**config.mk**
```make
export PLATFORM = sky130hd
export DESIGN_NAME = amct_regs
export DESIGN_NICKNAME = d
export VERILOG_FILES = /design/src/core/amct_pkg.sv /design/src/core/amct_pat_if.sv /design/src/core/amct_pattern_gen.sv /design/src/core/amct_regs.sv
export VERILOG_INCLUDE_DIRS = /design/src /design/src/core
export SDC_FILE = /design/constraint.sdc
export NUM_CORES = 1
export LEC_CHECK = 0
export BUFFER_PORTS_ARGS = -buffer_cell sky130_fd_sc_hd__buf_2
export CAP_MARGIN = 25
export CORE_MARGIN = 2
export CORE_UTILIZATION = 45
export CTS_BUF_LIST = sky130_fd_sc_hd__clkbuf_4
export DETAILED_ROUTE_END_ITERATION = 8
export GPL_TIMING_DRIVEN = 0
export SKIP_LAST_GASP = 1
export SYNTH_ARGS = -nofsm -noshare
export SYNTH_HDL_FRONTEND = slang
export SYNTH_SLANG_ARGS = --single-unit
```
**constraint.sdc**
```tcl
create_clock -name clk -period 2.75 [get_ports clk]
set_input_delay 0.4125 -clock clk [delete_from_list [all_inputs] [get_ports clk]]
set_output_delay 0.4125 -clock clk [all_outputs]
set_load 0.01 [all_outputs]
```
**src/core/amct_map.svh**
```systemverilog
`ifndef AMCT_MAP_SVH
`define AMCT_MAP_SVH

`define AMCT_ADDR_CHAN 8'h05
`define AMCT_ADDR_PWR 8'h08
`define AMCT_ADDR_GCLK 8'h09
`define AMCT_ADDR_DIV 8'h0B
`define AMCT_ADDR_TEST 8'h0D
`define AMCT_ADDR_UPAT_LO 8'h19
`define AMCT_ADDR_UPAT_HI 8'h1A

`define AMCT_RST_CHAN 2'h3
`define AMCT_RST_PWR 8'h00
`define AMCT_RST_GCLK 8'h01
`define AMCT_RST_DIV 8'h00
`define AMCT_RST_TEST 8'h00
`define AMCT_RST_UPAT 12'h000

`define AMCT_PWR_PDFN_BIT 5
`define AMCT_GCLK_CORR_BIT 0
`define AMCT_DIV_PHASE_LSB 3
`define AMCT_TEST_SINGLE_BIT 7
`define AMCT_TEST_RST_LONG_BIT 5
`define AMCT_TEST_RST_SHORT_BIT 4

`define AMCT_PRBS_LONG_SEED 23'h7FFFFF
`define AMCT_PRBS_SHORT_SEED 9'h1FF
`define AMCT_CALM_CYCLES 5'h10

`endif

```
**src/core/amct_pkg.sv**
```systemverilog
package amct_pkg;
  typedef enum logic [3:0] {
    amct_tm_off = 4'h0,
    amct_tm_midscale = 4'h1,
    amct_tm_pos_full_scale = 4'h2,
    amct_tm_neg_full_scale = 4'h3,
    amct_tm_checker = 4'h4,
    amct_tm_prbs_long = 4'h5,
    amct_tm_prbs_short = 4'h6,
    amct_tm_toggle = 4'h7,
    amct_tm_user = 4'h8,
    amct_tm_ramp = 4'hF
  } amct_test_e;

  typedef enum logic [1:0] {
    amct_pwr_normal = 2'h0,
    amct_pwr_full_down = 2'h1,
    amct_pwr_standby = 2'h2,
    amct_pwr_reserved = 2'h3
  } amct_pwr_e;
endpackage

```
**src/core/amct_pat_if.sv**
```systemverilog
`timescale 1ns/1ps
interface amct_pat_if #(parameter int W = 12);
  logic tick;
  logic restart;
  logic [3:0] mode;
  logic single;
  logic rst_long;
  logic rst_short;
  logic [W-1:0] user_pat;
  logic [W-1:0] sample;
  logic [W-1:0] out_data;
  modport regs (output tick, restart, mode, single, rst_long, rst_short,
    user_pat, sample, input out_data);
  modport gen (input tick, restart, mode, single, rst_long, rst_short,
    user_pat, sample, output out_data);
endinterface

```
**src/core/amct_pattern_gen.sv**
```systemverilog
`timescale 1ns/1ps
`include "amct_map.svh"
module amct_pattern_gen import amct_pkg::*; #(
  parameter int W = 12
) (
  // Clock and reset.
  input wire logic clk,
  input wire logic rstn,
  // Configuration, sample strobe and output word.
  amct_pat_if.gen pif
);
  logic [22:0] long_prbs;
  logic [8:0] short_prbs;
  logic tog;
  logic sent;
  logic [W-1:0] ramp;
  logic [W-1:0] out_q;

  assign pif.out_data = out_q;

  always_ff @(posedge clk or negedge rstn) begin
    if (!rstn) begin
      long_prbs <= `AMCT_PRBS_LONG_SEED;
    end else if (pif.rst_long) begin
      long_prbs <= `AMCT_PRBS_LONG_SEED;
    end else if (pif.tick && pif.mode == amct_tm_prbs_long) begin
      long_prbs <= {long_prbs[21:0], long_prbs[22] ^ long_prbs[17]};
    end
  end

  always_ff @(posedge clk or negedge rstn) begin
    if (!rstn) begin
      short_prbs <= `AMCT_PRBS_SHORT_SEED;
    end else if (pif.rst_short) begin
      short_prbs <= `AMCT_PRBS_SHORT_SEED;
    end else if (pif.tick && pif.mode == amct_tm_prbs_short) begin
      short_prbs <= {short_prbs[7:0], short_prbs[8] ^ short_prbs[4]};
    end
  end

  // A new test code restarts the toggle, the ramp and the single shot.
  always_ff @(posedge clk or negedge rstn) begin
    if (!rstn) begin
      tog <= 1'b0;
      sent <= 1'b0;
      ramp <= '0;
    end else if (pif.restart) begin
      tog <= 1'b0;
      sent <= 1'b0;
      ramp <= '0;
    end else if (pif.tick) begin
      tog <= ~tog;
      ramp <= ramp + 1'b1;
      if (pif.mode == amct_tm_user) begin
        sent <= 1'b1;
      end
    end
  end

  always_ff @(posedge clk or negedge rstn) begin
    if (!rstn) begin
      out_q <= '0;
    end else if (pif.tick) begin
      case (pif.mode)
        amct_tm_off: out_q <= pif.sample;
        amct_tm_midscale: out_q <= {1'b1, {(W-1){1'b0}}};
        amct_tm_pos_full_scale: out_q <= '1;
        amct_tm_neg_full_scale: out_q <= '0;
        amct_tm_checker: begin
          out_q <= tog ? {(W/2){2'b01}} : {(W/2){2'b10}};
        end
        amct_tm_prbs_long: out_q <= long_prbs[W-1:0];
        amct_tm_prbs_short: out_q <= {{(W-9){1'b0}}, short_prbs};
        amct_tm_toggle: out_q <= tog ? '0 : '1;
        amct_tm_user: begin
          out_q <= (pif.single && sent) ? '0 : pif.user_pat;
        end
        amct_tm_ramp: out_q <= ramp;
        default: out_q <= '0;
      endcase
    end
  end
endmodule

```
**src/core/amct_regs.sv**
```systemverilog
`timescale 1ns/1ps
`include "amct_map.svh"
module amct_regs import amct_pkg::*; #(
  parameter int NCH = 2,
  parameter int W = 12
) (
  // Clock and reset.
  input wire logic clk,
  input wire logic rstn,
  // Register port.
  input wire logic [7:0] addr,
  input wire logic [7:0] wdata,
  input wire logic wr,
  input wire logic rd,
  output logic [7:0] rdata,
  // External power-down pin.
  input wire logic pdwn_pin,
  // Converted samples in, channel data out.
  input wire logic [NCH-1:0][W-1:0] sample,
  output logic [NCH-1:0][W-1:0] out_data,
  output logic out_valid,
  // Clock path and power state.
  output logic div_tick,
  output logic duty_cycle_corrector_on,
  output logic [NCH-1:0][1:0] power_state
);
  logic [1:0] pd_sync;
  logic [NCH-1:0] chan_sel;
  logic [NCH-1:0][1:0] pwr_mode;
  logic [NCH-1:0] pd_fn;
  logic [NCH-1:0][3:0] test_mode;
  logic [NCH-1:0] single;
  logic [NCH-1:0] rst_long;
  logic [NCH-1:0] rst_short;
  logic [NCH-1:0][W-1:0] user_pat;
  logic corrector_en;
  logic [2:0] div_ratio;
  logic [2:0] div_phase;
  logic [2:0] div_cnt;
  logic [6:0] div_dly;
  logic [7:0] tick_vec;
  logic rd_ch;
  logic [7:0] next_rdata;

  // The pin arrives from outside the clock domain.
  always_ff @(posedge clk or negedge rstn) begin
    if (!rstn) begin
      pd_sync <= 2'h0;
    end else begin
      pd_sync <= {pd_sync[0], pdwn_pin};
    end
  end

  always_ff @(posedge clk or negedge rstn) begin
    if (!rstn) begin
      chan_sel <= `AMCT_RST_CHAN;
    end else if (wr && addr == `AMCT_ADDR_CHAN) begin
      chan_sel <= wdata[NCH-1:0];
    end
  end

  always_ff @(posedge clk or negedge rstn) begin
    if (!rstn) begin
      corrector_en <= 1'(`AMCT_RST_GCLK >> `AMCT_GCLK_CORR_BIT);
      div_ratio <= 3'(`AMCT_RST_DIV);
      div_phase <= 3'(`AMCT_RST_DIV >> `AMCT_DIV_PHASE_LSB);
    end else if (wr && addr == `AMCT_ADDR_GCLK) begin
      corrector_en <= wdata[`AMCT_GCLK_CORR_BIT];
    end else if (wr && addr == `AMCT_ADDR_DIV) begin
      div_ratio <= wdata[2:0];
      div_phase <= wdata[`AMCT_DIV_PHASE_LSB +: 3];
    end
  end

  assign duty_cycle_corrector_on = corrector_en || (div_ratio != 3'h0);

  // Code 111 divides by eight, the natural end of the counter.
  always_ff @(posedge clk or negedge rstn) begin
    if (!rstn) begin
      div_cnt <= 3'h0;
    end else if (div_cnt >= div_ratio) begin
      div_cnt <= 3'h0;
    end else begin
      div_cnt <= div_cnt + 3'h1;
    end
  end

  always_ff @(posedge clk or negedge rstn) begin
    if (!rstn) begin
      div_dly <= 7'h00;
    end else begin
      div_dly <= tick_vec[6:0];
    end
  end

  assign tick_vec = {div_dly, div_cnt == 3'h0};
  assign div_tick = tick_vec[div_phase];

  always_ff @(posedge clk or negedge rstn) begin
    if (!rstn) begin
      out_valid <= 1'b0;
    end else begin
      out_valid <= div_tick;
    end
  end

  // Reserved power code 11 leaves the channel running.
  function automatic logic [1:0] f_power(logic [1:0] m, logic fn, logic pin);
    if (pin) begin
      return fn ? amct_pwr_standby : amct_pwr_full_down;
    end
    return (m == amct_pwr_reserved) ? amct_pwr_normal : m;
  endfunction

  genvar ch;
  for (ch = 0; ch < NCH; ch++) begin : g_ch
    amct_pat_if #(.W(W)) pif ();
    logic sel_wr;

    assign sel_wr = wr && chan_sel[ch];

    always_ff @(posedge clk or negedge rstn) begin
      if (!rstn) begin
        pwr_mode[ch] <= 2'(`AMCT_RST_PWR);
        pd_fn[ch] <= 1'(`AMCT_RST_PWR >> `AMCT_PWR_PDFN_BIT);
      end else if (sel_wr && addr == `AMCT_ADDR_PWR) begin
        pwr_mode[ch] <= wdata[1:0];
        pd_fn[ch] <= wdata[`AMCT_PWR_PDFN_BIT];
      end
    end

    always_ff @(posedge clk or negedge rstn) begin
      if (!rstn) begin
        test_mode[ch] <= 4'(`AMCT_RST_TEST);
        single[ch] <= 1'(`AMCT_RST_TEST >> `AMCT_TEST_SINGLE_BIT);
        rst_long[ch] <= 1'(`AMCT_RST_TEST >> `AMCT_TEST_RST_LONG_BIT);
        rst_short[ch] <= 1'(`AMCT_RST_TEST >> `AMCT_TEST_RST_SHORT_BIT);
      end else if (sel_wr && addr == `AMCT_ADDR_TEST) begin
        test_mode[ch] <= wdata[3:0];
        single[ch] <= wdata[`AMCT_TEST_SINGLE_BIT];
        rst_long[ch] <= wdata[`AMCT_TEST_RST_LONG_BIT];
        rst_short[ch] <= wdata[`AMCT_TEST_RST_SHORT_BIT];
      end
    end

    always_ff @(posedge clk or negedge rstn) begin
      if (!rstn) begin
        user_pat[ch] <= `AMCT_RST_UPAT;
      end else if (sel_wr && addr == `AMCT_ADDR_UPAT_LO) begin
        user_pat[ch][7:0] <= wdata;
      end else if (sel_wr && addr == `AMCT_ADDR_UPAT_HI) begin
        user_pat[ch][W-1:8] <= wdata[W-9:0];
      end
    end

    assign power_state[ch] = f_power(pwr_mode[ch], pd_fn[ch], pd_sync[1]);
    assign pif.tick = div_tick;
    assign pif.restart = sel_wr && addr == `AMCT_ADDR_TEST;
    assign pif.mode = test_mode[ch];
    assign pif.single = single[ch];
    assign pif.rst_long = rst_long[ch];
    assign pif.rst_short = rst_short[ch];
    assign pif.user_pat = user_pat[ch];
    assign pif.sample = sample[ch];
    assign out_data[ch] = pif.out_data;

    amct_pattern_gen #(.W(W)) u_gen (
      .clk(clk),
      .rstn(rstn),
      .pif(pif)
    );
  end

  // Reads return the lowest selected channel; open bits read as zero.
  assign rd_ch = !chan_sel[0];

  always_comb begin
    next_rdata = 8'h00;
    case (addr)
      `AMCT_ADDR_CHAN: next_rdata = 8'(chan_sel);
      `AMCT_ADDR_PWR: begin
        next_rdata[1:0] = pwr_mode[rd_ch];
        next_rdata[`AMCT_PWR_PDFN_BIT] = pd_fn[rd_ch];
      end
      `AMCT_ADDR_GCLK: next_rdata[`AMCT_GCLK_CORR_BIT] = corrector_en;
      `AMCT_ADDR_DIV: next_rdata = {2'h0, div_phase, div_ratio};
      `AMCT_ADDR_TEST: begin
        next_rdata[3:0] = test_mode[rd_ch];
        next_rdata[`AMCT_TEST_SINGLE_BIT] = single[rd_ch];
        next_rdata[`AMCT_TEST_RST_LONG_BIT] = rst_long[rd_ch];
        next_rdata[`AMCT_TEST_RST_SHORT_BIT] = rst_short[rd_ch];
      end
      `AMCT_ADDR_UPAT_LO: next_rdata = user_pat[rd_ch][7:0];
      `AMCT_ADDR_UPAT_HI: next_rdata = 8'(user_pat[rd_ch][W-1:8]);
      default: next_rdata = 8'h00;
    endcase
  end

  always_ff @(posedge clk or negedge rstn) begin
    if (!rstn) begin
      rdata <= 8'h00;
    end else if (rd) begin
      rdata <= next_rdata;
    end else begin
      rdata <= 8'h00;
    end
  end

  // Helper counters for the divider period check.
  logic [3:0] since_tick;
  logic [4:0] calm;

  always_ff @(posedge clk or negedge rstn) begin
    if (!rstn) begin
      since_tick <= 4'h0;
      calm <= 5'h00;
    end else begin
      since_tick <= div_tick ? 4'h1 : since_tick + 4'h1;
      if (wr && addr == `AMCT_ADDR_DIV) begin
        calm <= 5'h00;
      end else if (calm != 5'h1F) begin
        calm <= calm + 5'h01;
      end
    end
  end
endmodule

```
==> impl_metrics.json <==
{
  "synth_area_leaders": "dfrtp_1 (32%), dfstp_2 (19%), mux2_2 (6.6%)",
  "synth_top_family_by_area": "compound AO/OA/AOI/OAI gates",
  "regArea_sq_mm": 0.004838,
  "finalWirelength_microns": 26060,
  "relSlewSlack": 0.3276,
  "grt_start_max_net_pins": 97,
  "drc": 2,
  "final.period_utilization": 0.9728,
  "yosysTopAreaCell": "dfrtp_1",
  "dp_hpwl_microns": 18480,
  "synth-async-reset-ratio": 1.000,
  "outcome": "finished, violations left",
  "ys.flop_type": "dfrtp_1",
  "yosysTopAreaCellShare": 0.3239,
  "synthSimpleGateAreaFrac": 0.1297,
  "synth_nets": 957,
  "numCtsBuffers": 17,
  "vdd_drop_max_uv": 284.8,
  "rsz0062_at_grt": "true",
  "yosysSeqAreaShare": 0.5091,
  "cellLeakagePower_uw": 0.004767,
  "multi_input_area_sq_mm": 0.004209,
  "hold_slack_ps": 71.14,
  "cts_tree": "yes",
  "fin_total_pwr_uw": 6171,
  "clkSlewWorstSetupHoldPaths_ps": 170,
  "max_freq_ghz": 0.3738,
  "postSynthCellCount": 905,
  "drt_iter0_markers": 810,
  "hold_viol": 0,
  "vias_per_cell": 5.756,
  "gr-usage-all-layers": 0.2403,
  "antenna_found_initial": 2,
  "avgRoutedWirePerCell_microns": 19.91,
  "gp_congestion": 0.9471,
  "grt_pass1_wl_microns": 41080,
  "synth_seq_cells": 190,
  "cts.path.max_buffers": 2,
  "synth_area_sq_mm": 0.009504,
  "cts-htree-levels": 4,
  "clk_latency_ps": 600,
  "rows": 53,
  "final_util": 0.5144,
  "hp-class": "in -> reg",
  "area_growth_pct": 13.06,
  "crit_path_top_delay_cell": "dfrtp_1",
  "synth-edff-count": 0,
  "cp-end-kind": "output port",
  "coreArea_sq_mm": 0.02089,
  "gr-total-overflow": 0,
  "initial_core_util": 0.4550,
  "drt_pass1_iterations": 8,
  "io_buffer_count": 82,
  "yosysMostFrequentCell": "dfrtp_1",
  "syn_avg_cell_area_sq_um": 10.50,
  "criticalPathCategory": "reg -> out",
  "fill_cells": 1954,
  "max-cap-violations": 0,
  "first_global_vias": 7295,
  "worstPathArrival_ps": 2260,
  "worstMarginPinSlew_ps": 1000,
  "via_count": 7534,
  "worstPathCellList": "inv_2 > ha_4 > or3b_4 > a221oi_4 > nor2_4 > inv_4 > buf_6",
  "die-area_sq_mm": 0.02230,
  "cts_num_sinks": 190,
  "drive_above_1_share": 0.2859,
  "yosysUniqueCellTypes": 74,
  "power-per-cell-area_mw_per_mm2": 574.3,
  "fin_skew_ps": 33.71,
  "violations": "design-rule violations",
  "io_pins": 84,
  "antenna_left": 0,
  "worst_setup_path_start_kind": "flop",
  "yosys_warnings": 0,
  "slew_violations": 0,
  "synth_top_cells_by_count": "dfrtp_1 (123), nor2_1 (70), dfstp_2 (67), mux2_2 (56), nand2_1 (52)",
  "cpPeakStageDelay_ps": 430,
  "finish.net_count": 1071,
  "clk_root_buffer_cell": "clkbuf_4",
  "synthAdderAreaFrac": 0.009215,
  "synth_compound_area_frac": 0.2012,
  "crit_fanout": 3,
  "die_h_microns": 149.3,
  "setup_viol": 0,
  "die_w_microns": 149.3,
  "fin_crit_ps": 2675,
  "worstPathRequired_ps": 2340,
  "synthMuxAreaShare": 0.07820,
  "yosys.area_share.xor_xnor": 0.02304
}
layout by cell type (no fill, tap or decap), types with 11 or more instances in the layout:
cell	netlist	layout
dfrtp_1	123	123
buf_2	16	95
nor2_1	70	70
dfstp_2	67	67
mux2_2	56	56
nand2_1	52	52
o21ai_0	50	50
a21oi_1	46	46
inv_1	41	39
a211o_1	38	38
clkbuf_1	34	34
a22oi_1	31	31
and2_1	21	21
a31oi_1	20	20
a22o_1	17	17
clkbuf_4	0	17
xor2_1	16	16
o211ai_1	14	14
nor2b_1	12	12
buf_4	2	12
nand3_1	11	11
timing repair:
action,4_1_cts,5_1_grt
pin swaps,3,3
gates cloned,1,0
hold endpoints to repair,62,0
hold buffers,2,0
buffers inserted,7,4
setup endpoints to repair,1,1
resized for setup,10,0
critical path: cells and delay by family (launching register included):
kind,cells,cell delay [ps]
and+or+nand+nor,2,470
adders and majority gates,1,140
buffers and inverters,3,270
DFF,1,430
AOI/OAI and AO/OA,1,360
final timing paths:
kind	start	slack, ps	depth (start not counted)	to
setup / recovery	div_cnt[0]	70	7	div_tick
max in group asynchronous	rstn	1420	3	g_ch[1].u_gen.long_prbs[13]
hold reg to reg	pd_sync[0]	370	0	pd_sync[1]
hold / removal	wdata[0]	70	2	g_ch[1].pif.user_pat[0]
setup reg to reg	div_cnt[0]	130	10	g_ch[1].u_gen.long_prbs[6]
min in group asynchronous	rstn	400	2	div_cnt[0]
routing by layer:
metal  routed length, microns  share of wire  up-vias  global-route usage
met4                      575          0.022        0             0.07524
li1                         -              -     3520                   -
met1                    12720           0.49     3757              0.3620
met3                     1237          0.047       37             0.03700
met2                    11530           0.44      220              0.3565
met5                        0              0        -                   0
layout make-up:
type,instances,area share
Buffer,64,0.02806
Tap cell,275,0.03202
Sequential cell,190,0.4503
Clock inverter,15,0.01584
Timing Repair Buffer,97,0.05484
Clock buffer,17,0.01188
Inverter,42,0.01490
Multi-Input combinational cell,607,0.3917
Antenna cell,2,0.0004658
sequential cells by signal (all words and copies together), names as in the netlist, 3 cells and up:
register / flops
div_phase: 3
g_ch.u_gen.long_prbs: 46
g_ch.u_gen.pif.out_data: 24
rdata: 8
div_cnt: 3
g_ch.pif.user_pat: 24
div_dly: 7
g_ch.pif.mode: 8
g_ch.u_gen.short_prbs: 18
g_ch.u_gen.ramp: 24
div_ratio: 3
pwr_mode: 4
per-stage QoR:
stage	std cells	instance area, sq um	setup WS, ps	setup TNS, ps
floorplan	905	9504	544.9	0
global placement	1262	10260	-1900	-284120
detailed placement	1263	10300	-84.02	-493.9
CTS	1304	10730	-47.50	-47.50
global route	1309	10750	-28.76	-28.76
finish	1309	10750	74.69	0
power by group:
group,total [uW],internal (uW),switching (uW)
logic,1180,502,682
registers,3380,3100,277
clock network,1610,502,1100
total,6170,4110,2060
cell families after synthesis:
kind of cell               count (synthesis)
AOI/OAI and AO/OA                        270
and+or+nand+nor                          239
DFF                                      190
buffers and inverters                    108
muxes                                     66
xor gates and xnor gates                  25
adders and majority gates                  7
Note: power is estimated with default switching activity, not from simulation.
